--- src/nco_pkg.sv ---
// package: register map, field positions and reset values for the oscillator output
package nco_pkg;
	localparam logic [3:0] NCO_ADDR_CTRL   = 4'h0;
	localparam logic [3:0] NCO_ADDR_CLKCFG = 4'h1;
	localparam logic [3:0] NCO_ADDR_INC    = 4'h2;
	localparam logic [3:0] NCO_ADDR_ACC    = 4'h3;
	localparam logic [3:0] NCO_ADDR_IRQST  = 4'h4;
	localparam logic [3:0] NCO_ADDR_IRQEN  = 4'h5;
	localparam logic [3:0] NCO_ADDR_INTCTL = 4'h6;
	localparam logic [3:0] NCO_ADDR_APF    = 4'h7;
	localparam logic [3:0] NCO_ADDR_SRCDIV = 4'h8;
	// control register fields
	localparam int NCO_CTRL_EN   = 7;
	localparam int NCO_CTRL_OUT  = 5;
	localparam int NCO_CTRL_POL  = 4;
	localparam int NCO_CTRL_PFM  = 0;
	// clock configuration fields
	localparam int NCO_CLK_PWS_LSB = 5;
	localparam int NCO_CLK_SRC_LSB = 0;
	localparam logic [1:0] NCO_SRC_HFINT = 2'h0;
	// interrupt fields and reset values
	localparam int NCO_IRQ_OVF = 0;
	localparam int NCO_IRQ_POL = 1;
	localparam int NCO_INT_PERIPHERAL_IRQ_ENABLE = 6;
	localparam int NCO_INT_GIE  = 7;
	localparam logic [7:0]  NCO_RST_BYTE = 8'h00;
	localparam logic [31:0] NCO_RST_WORD = 32'h0000_0000;
endpackage : nco_pkg

--- src/nco_pulse_timer.sv ---
// pulse-width timer for pulse-frequency mode
`timescale 1ns/100ps
module nco_pulse_timer (
	input  wire logic       clk_sys,
	input  wire logic       rst_n,
	input  wire logic       tick,
	input  wire logic       start,
	input  wire logic [2:0] width_sel,
	output logic            active
);
	logic [7:0] remain;
	logic [7:0] load_val;
	// width field n gives 2^n source periods
	assign load_val = 8'h01 << width_sel;

	always_ff @(posedge clk_sys or negedge rst_n) begin
		if (!rst_n) begin
			remain <= 8'h00;
		end else if (tick) begin
			if (start)
				remain <= load_val;
			else if (remain != 8'h00)
				remain <= remain - 8'h01;
		end
	end
	assign active = (remain != 8'h00);
endmodule : nco_pulse_timer

--- src/nco_out.sv ---
// oscillator output stage with accumulator, modes, polarity, irq and avalon slave
`timescale 1ns/100ps
module nco_out #(
	parameter int ACC_W = 20
) (
	input  wire logic        clk_sys,
	input  wire logic        arst_n,
	input  wire logic        sleep_mode,
	input  wire logic [3:0]  avs_address,
	input  wire logic        avs_read,
	input  wire logic        avs_write,
	input  wire logic [31:0] avs_writedata,
	output logic [31:0]      avs_readdata,
	output logic             avs_waitrequest,
	output logic             nco_output,
	output logic             nco_to_logic_cell,
	output logic             nco_to_waveform_unit,
	output logic             nco_pin_primary,
	output logic             nco_pin_alternate,
	output logic             hf_osc_keep_on,
	output logic             irq
);
	logic rst_meta, rst_n;
	always_ff @(posedge clk_sys or negedge arst_n) begin
		if (!arst_n) begin
			rst_meta <= 1'b0;
			rst_n    <= 1'b0;
		end else begin
			rst_meta <= 1'b1;
			rst_n    <= rst_meta;
		end
	end

	logic [7:0]       ctrl;
	logic [7:0]       clkcfg;
	logic [ACC_W-1:0] inc;
	logic [ACC_W-1:0] acc;
	logic [1:0]       irq_st;
	logic [1:0]       irq_en;
	logic [7:0]       intctl;
	logic             apf;
	logic [7:0]       srcdiv;
	logic [7:0]       div_cnt;
	logic             raw_q;
	logic             pol_d;
	logic             ack;

	wire en        = ctrl[nco_pkg::NCO_CTRL_EN];
	wire pfm       = ctrl[nco_pkg::NCO_CTRL_PFM];
	wire pol       = ctrl[nco_pkg::NCO_CTRL_POL];
	wire [2:0] pws = clkcfg[nco_pkg::NCO_CLK_PWS_LSB +: 3];
	wire [1:0] src = clkcfg[nco_pkg::NCO_CLK_SRC_LSB +: 2];

	// source clock tick; kept running regardless of sleep
	wire tick = en && (div_cnt == srcdiv);
	wire [ACC_W:0] sum = {1'b0, acc} + {1'b0, inc};
	wire ovf = tick && sum[ACC_W];
	wire pulse_active;

	nco_pulse_timer u_timer (
		.clk_sys   (clk_sys),
		.rst_n     (rst_n),
		.tick      (tick),
		.start     (ovf && pfm),
		.width_sel (pws),
		.active    (pulse_active)
	);

	// fixed duty: toggle register; pulse: timer level
	wire raw_next = pfm ? pulse_active : (raw_q ^ (ovf && !pfm));
	wire out_lvl  = raw_q ^ pol;
	wire pol_chg  = (pol != pol_d) && (out_lvl != nco_output);

	wire sel_ctrl = avs_address == nco_pkg::NCO_ADDR_CTRL;
	wire sel_clk  = avs_address == nco_pkg::NCO_ADDR_CLKCFG;
	wire sel_inc  = avs_address == nco_pkg::NCO_ADDR_INC;
	wire sel_acc  = avs_address == nco_pkg::NCO_ADDR_ACC;
	wire sel_ist  = avs_address == nco_pkg::NCO_ADDR_IRQST;
	wire sel_ien  = avs_address == nco_pkg::NCO_ADDR_IRQEN;
	wire sel_ictl = avs_address == nco_pkg::NCO_ADDR_INTCTL;
	wire sel_apf  = avs_address == nco_pkg::NCO_ADDR_APF;
	wire sel_div  = avs_address == nco_pkg::NCO_ADDR_SRCDIV;
	// a write lands only at the edge where waitrequest is seen low
	wire do_wr    = avs_write && ack;
	wire do_rd    = avs_read && !ack;

	// sticky flags: write one clears, a new event wins over the clear
	wire [1:0] ist_clr = (do_wr && sel_ist) ? avs_writedata[1:0] : 2'b00;
	wire [1:0] ist_set = {pol_chg && irq_en[nco_pkg::NCO_IRQ_POL], ovf};
	wire [1:0] next_irq_st = (irq_st & ~ist_clr) | ist_set;
	wire next_irq = en && intctl[nco_pkg::NCO_INT_GIE] && intctl[nco_pkg::NCO_INT_PERIPHERAL_IRQ_ENABLE]
		&& |(next_irq_st & irq_en);

	logic [31:0] rd_mux;
	always_comb begin
		rd_mux = 32'h0000_0000;
		if (sel_ctrl)
			rd_mux[7:0] = {ctrl[7:6], nco_output, ctrl[4:0]};
		else if (sel_clk)
			rd_mux[7:0] = clkcfg;
		else if (sel_inc)
			rd_mux[ACC_W-1:0] = inc;
		else if (sel_acc)
			rd_mux[ACC_W-1:0] = acc;
		else if (sel_ist)
			rd_mux[1:0] = irq_st;
		else if (sel_ien)
			rd_mux[1:0] = irq_en;
		else if (sel_ictl)
			rd_mux[7:0] = intctl;
		else if (sel_apf)
			rd_mux[0] = apf;
		else if (sel_div)
			rd_mux[7:0] = srcdiv;
	end

	// one wait cycle per access; unmapped reads return zero
	always_ff @(posedge clk_sys or negedge rst_n) begin
		if (!rst_n) begin
			ack          <= 1'b0;
			avs_readdata <= nco_pkg::NCO_RST_WORD;
		end else begin
			ack <= (avs_read || avs_write) && !ack;
			if (do_rd)
				avs_readdata <= rd_mux;
		end
	end
	assign avs_waitrequest = (avs_read || avs_write) && !ack;

	always_ff @(posedge clk_sys or negedge rst_n) begin
		if (!rst_n) begin
			ctrl   <= nco_pkg::NCO_RST_BYTE;
			clkcfg <= nco_pkg::NCO_RST_BYTE;
			inc    <= '0;
			intctl <= nco_pkg::NCO_RST_BYTE;
			irq_en <= 2'b00;
			apf    <= 1'b0;
			srcdiv <= nco_pkg::NCO_RST_BYTE;
		end else if (do_wr) begin
			if (sel_ctrl)
				ctrl <= {avs_writedata[7:6], 1'b0, avs_writedata[4:0]};
			if (sel_clk)
				clkcfg <= avs_writedata[7:0];
			if (sel_inc)
				inc <= avs_writedata[ACC_W-1:0];
			if (sel_ictl)
				intctl <= avs_writedata[7:0];
			if (sel_ien)
				irq_en <= avs_writedata[1:0];
			if (sel_apf)
				apf <= avs_writedata[0];
			if (sel_div)
				srcdiv <= avs_writedata[7:0];
		end
	end

	always_ff @(posedge clk_sys or negedge rst_n) begin
		if (!rst_n) begin
			div_cnt <= nco_pkg::NCO_RST_BYTE;
			acc     <= '0;
			raw_q   <= 1'b0;
			pol_d   <= 1'b0;
			irq_st  <= 2'b00;
			irq     <= 1'b0;
		end else begin
			div_cnt <= (!en || tick) ? 8'h00 : div_cnt + 8'h01;
			if (!en)
				acc <= '0;
			else if (tick)
				acc <= sum[ACC_W-1:0];
			raw_q  <= en ? raw_next : 1'b0;
			pol_d  <= pol;
			irq_st <= next_irq_st;
			irq    <= next_irq;
		end
	end

	// outputs, registered
	always_ff @(posedge clk_sys or negedge rst_n) begin
		if (!rst_n) begin
			nco_output           <= 1'b0;
			nco_to_logic_cell    <= 1'b0;
			nco_to_waveform_unit <= 1'b0;
			nco_pin_primary      <= 1'b0;
			nco_pin_alternate    <= 1'b0;
			hf_osc_keep_on       <= 1'b0;
		end else begin
			nco_output           <= out_lvl;
			nco_to_logic_cell    <= out_lvl;
			nco_to_waveform_unit <= out_lvl;
			nco_pin_primary      <= apf ? 1'b0 : out_lvl;
			nco_pin_alternate    <= apf ? out_lvl : 1'b0;
			hf_osc_keep_on       <= en && (src == nco_pkg::NCO_SRC_HFINT);
		end
	end

	// sleep_mode only documents intent; the block never gates on it
	wire unused_sleep = sleep_mode;
endmodule : nco_out

--- config.mk ---
export PLATFORM = sky130hd
export DESIGN_NAME = nco_out
export DESIGN_NICKNAME = d
export VERILOG_FILES = /design/src/nco_pkg.sv /design/src/nco_pulse_timer.sv /design/src/nco_out.sv
export SDC_FILE = /design/constraint.sdc
export NUM_CORES = 1
export LEC_CHECK = 0
export BUFFER_PORTS_ARGS = -buffer_cell sky130_fd_sc_hd__buf_2
export CAP_MARGIN = 20
export CORE_MARGIN = 3
export CORE_UTILIZATION = 52
export DETAILED_ROUTE_END_ITERATION = 8
export MAX_ROUTING_LAYER = met4
export PLACE_DENSITY = 0.72
export SLEW_MARGIN = 20
export SYNTH_ARGS = -nofsm -noshare
export SYNTH_HDL_FRONTEND = slang
export SYNTH_SLANG_ARGS = --single-unit
--- constraint.sdc ---
create_clock -name clk_sys -period 10.4 [get_ports clk_sys]
set_clock_uncertainty 0.05 [all_clocks]
set_input_delay 0.52 -clock clk_sys [delete_from_list [all_inputs] [get_ports clk_sys]]
set_output_delay 0.52 -clock clk_sys [all_outputs]
set_load 0.02 [all_outputs]
==> results.txt <==
- Final net count: 763
- The total area inside the core boundary comes to 12770 um^2.
- Leaving out fill and tap cells, the most frequent cells in the layout are 121 x sky130_fd_sc_hd__dfrtp_1, 55 x sky130_fd_sc_hd__buf_2, 54 x sky130_fd_sc_hd__nand2_1, 45 x sky130_fd_sc_hd__mux2_2, 34 x sky130_fd_sc_hd__o21ai_0.
- The total overflow left after global routing is 0.
- Dividing the detail-routed via count by the number of cells gives approximately 6.
- Initial DRC count: about 430
* Number of top-level pins: between 80 and 90
- Adding up every negative setup slack in the final design gives 0 ns.
- In the global route stage, overall resource usage came out at between 20% and 30%.
* Maximum VDD drop: about 120 uV
- Total of fill cells in the finished design: 1044
* Post-synthesis share of cell area spent on and, or, nand and nor gates: around 14%
* Cts bufs inserted: 17
- Once layout is complete, the cells apart from fillers number 883.
* Proportion of power drawn by flip-flops and latches: approximately two fifths
* Number of setup violations in the final report: 0
- Synth Area in Compound Gates: ~15%
- The clock network burns 38.2% of the power.
* Number of flops mapped to enable cells by yosys: 0
- The number of endpoints with negative hold slack in the final report came to 0.
- Measured against its own limit, the worst slew margin works out to a little over a third.
* H-tree depth reported by CTS: 4
- In this run the mean area of a mapped cell was approximately 10 um^2.
- Main combinational cell family by area after synthesis: compound AO/OA/AOI/OAI gates
- STA classifies the critical path startpoint as a flip-flop.
* Cells after DPL: 850
- Clock latency on the worst-skew pair, taken at its later pin, is between 0.4 and 0.5 ns.
- Delay of the slowest critical-path stage: ~0.57 ns
- Slew at the pin closest to its max-slew limit: approximately 0.96 ns
* Top fanout value on the critical path: 8
- Counting every sink on the clock net gives ~120.
* Via count of the first global-routing pass: 5226
- The min-delay analysis places its worst path in the category in -> reg.
- The number of antenna violations at the first check in global routing is 0.
- Total Power: 1.594 mW
- In this run the power density over the cells is 204.2 nW/um^2.
- Highest achievable clock rate: ~330 MHz
* Final worst-path cycle share: roughly 29%
- Clock-pin transition on the worst setup and hold timing paths: around 0.060 ns
- The routed layout has ~5300 vias.
- In the synthesized netlist the dominant register cell turns out to be sky130_fd_sc_hd__dfrtp_1.
- At the worst endpoint, the arrival time is about 3.2 ns.
- Entering global routing, the biggest net connects 68 pins.
* Max-slew violation total from the final report: 0
* Std-Cell Rows: just over 40
- Number of cells produced by synthesis: around 660
- The internal portion of the total power is approximately 1.1 mW.
- Share of flip-flops with an asynchronous set or reset: 100.0%
- Post-synthesis to final-layout area growth: 13.42%
- At the end of routability-driven placement, the weighted congestion stood at approximately 0.9.
* CTS Root Cell: sky130_fd_sc_hd__clkbuf_16
* Switching share of power: 30.63%
- Static leakage power: ~3.6 nW
* Max-Cap Viols: 0
- Once the floorplan was initialized, standard cells occupied a little over half of the core.
* Fraction of final layout cells sized beyond drive strength 1: 21.52%
- RSZ-0062 raised after global routing: false
* Start-to-end type of the worst setup path: reg -> reg
- Before CTS, the worst setup slack after placement is slightly above 7 ns.
- Combinational cell fraction of total power: 21.5%
* Number of routed nets with antenna violations: 0
- Synthesis instantiated 73 different standard cells from the library.
- Run status: complete, no violations
- Setup slack after layout: approximately 7.4 ns
- Adder and majority gate portion of the synthesized area: approximately 4.5%
- Flip-flop and latch count after synthesis: 122
* Leading cell type in the layout, fill and taps excluded: sky130_fd_sc_hd__dfrtp_1
- TritonCTS built the clock tree.
- Input and output buffers added on the ports amount to 55.
* First-pass GRT wire length: between 20 and 30 mm
- Switching component of the power: 0.4882 mW
- Multiplexer cells account for about 14% of the synthesized area.
- Minimum clock period: roughly 3 ns
- Height of the chip: about 120 um
- 0 antenna diodes ended up in the layout.
- Of the total synthesized cell area, the portion taken by XOR and XNOR cells is between 4 and 5%.
- The signal on the critical path passes through ha_1 > inv_1 > fa_1 > nand2b_1 > a21oi_1 > o41ai_2 > nor3_4 > o2111a_1 > mux2_4.
* Floorplan die area: roughly 15000 um^2
* Maximum clock insertion buffer count: 2
- The die is 121.0 um wide.
- Average wire per standard cell: ~18 um
* Count of warnings emitted by yosys: 0
* Netlist area before placement: 6882 um^2
* Sequential share of the synthesized area: 44.36%
- Worst setup EP type: flip-flop
- The first TritonRoute pass finished after 6 iterations.
- Routed wire length: approximately 16 mm
* Worst endpoint required time: 10.65 ns
- Post-route DRC: 0
- On the critical path, the stage with the largest delay is an instance of sky130_fd_sc_hd__o2111a_1.
- Detailed placement ended at an HPWL of 11.15 mm.
## worst paths after layout
| path | startpoint | endpoint | slack [ns] | depth (start not counted) |
|---|---|---|---|---|
| worst min-delay path | avs_writedata[15] | inc[15]$_DFFE_PN0P_ | 0.26 | 2 |
| worst min register to register | rst_meta$_DFF_PN0_ | rst_n$_DFF_PN0_ | 0.30 | 0 |
| worst max register to register | inc[0]$_DFFE_PN0P_ | u_timer.remain[0]$_DFFE_PN0P_ | 7.41 | 9 |
| min in group asynchronous | rst_n$_DFF_PN0_ | acc[13]$_DFFE_PN0N_ | 0.32 | 0 |
| max in group asynchronous | rst_n$_DFF_PN0_ | irq_en[0]$_DFFE_PN0P_ | 8.67 | 1 |
| worst max-delay path | inc[0]$_DFFE_PN0P_ | u_timer.remain[0]$_DFFE_PN0P_ | 7.41 | 9 |
## flip-flops by register name (all words and copies together), names as in the netlist, 2 cells and up
signal          flops
inc                20
div_cnt             8
irq_en              2
acc                20
irq_st              2
intctl              8
ctrl                7
srcdiv              8
u_timer.remain      8
clkcfg              8
avs_readdata       20
## cell type report
type | count | area [um^2] | share of cell area [%]
multi-input cells | 486 | 3565 | 45.67
repair buffers | 61 | 322.8 | 4.136
flip-flops and latches | 122 | 3057 | 39.16
well taps | 172 | 215.2 | 2.757
clock inverters | 7 | 112.6 | 1.443
clock buffers | 25 | 495.5 | 6.348
inverters | 10 | 37.54 | 0.4809
## cells in the mapped netlist (all sizes together), types with 5 or more instances
cell / count / share of area [%]
a21oi: 29 / 2.2
a21boi: 8 / 0.87
nand4: 10 / 0.91
and3: 7 / 0.64
nand3b: 7 / 0.76
nand2b: 8 / 0.73
nand2: 54 / 2.9
o21ai: 39 / 2.8
a222oi: 5 / 0.73
inv: 10 / 0.55
nor2b: 6 / 0.55
nor3: 10 / 1.0
o21a: 6 / 0.65
mux2i: 31 / 4.5
nor2: 32 / 1.7
mux2: 53 / 8.8
xor2: 16 / 2.0
ha: 23 / 4.2
clkbuf: 18 / 0.98
a21o: 5 / 0.55
o22ai: 5 / 0.45
dfrtp: 122 / 44
buf: 31 / 3.0
or3: 7 / 0.71
xnor2: 16 / 2.0
o31ai: 12 / 1.3
nand3: 24 / 1.7
## per-layer routing
metal	track usage (%)	share of wire, %	vias up
met2	37.51	49	168
met4	7.932	1.3	0
met3	5.221	5.3	12
met1	31.14	45	2634
met5	-	0	-
li1	-	-	2469
## power groups by stage
| stage | logic, mW | clock network [mW] | registers, mW |
|---|---|---|---|
| 6_report | 0.343 | 0.609 | 0.642 |
| 2_1_floorplan | 0.268 | 0 | 0.630 |
| 5_1_grt | 0.381 | 0.636 | 0.654 |
| 3_5_place_dp | 0.339 | 0 | 0.648 |
| 3_3_place_gp | 0.328 | 0 | 0.643 |
| 4_1_cts | 0.344 | 0.616 | 0.641 |
## critical path: cells and delay by family (launching register included)
family / cells / cell delay, ns
AOI/OAI and AO/OA: 3 / 1.03
adders and majority gates: 2 / 0.61
buffers and inverters: 1 / 0.07
DFF: 1 / 0.37
muxes: 1 / 0.34
and+or+nand+nor: 2 / 0.39
## cell families (layout without fill, tap and decap cells)
group	after synthesis	in the layout
flip-flops	122	122
other	2	13
multiplexers	85	85
buffers and inverters	59	103
AND/OR/NAND/NOR	185	185
XOR/XNOR	32	32
AO/OA/AOI/OAI	147	147
adder cells (fa/ha/maj)	24	24
## metrics by stage
step / util [%] / cell area [um^2] / hold slack, ns
after floorplan: - / 6923 / 0.1744
after global placement: 56.26 / 7187 / 0.2570
after detailed placement: 56.26 / 7187 / 0.2574
after CTS: 61.10 / 7805 / 0.2512
after global routing: 61.10 / 7805 / 0.2624
final: 61.10 / 7805 / 0.2610
## what timing repair did
item	in CTS	in global routing
hold endpoints to repair	2	0
hold buffers	1	0
setup buffers	0	0
resized for setup	0	0
(Power assumes the default switching activity.)
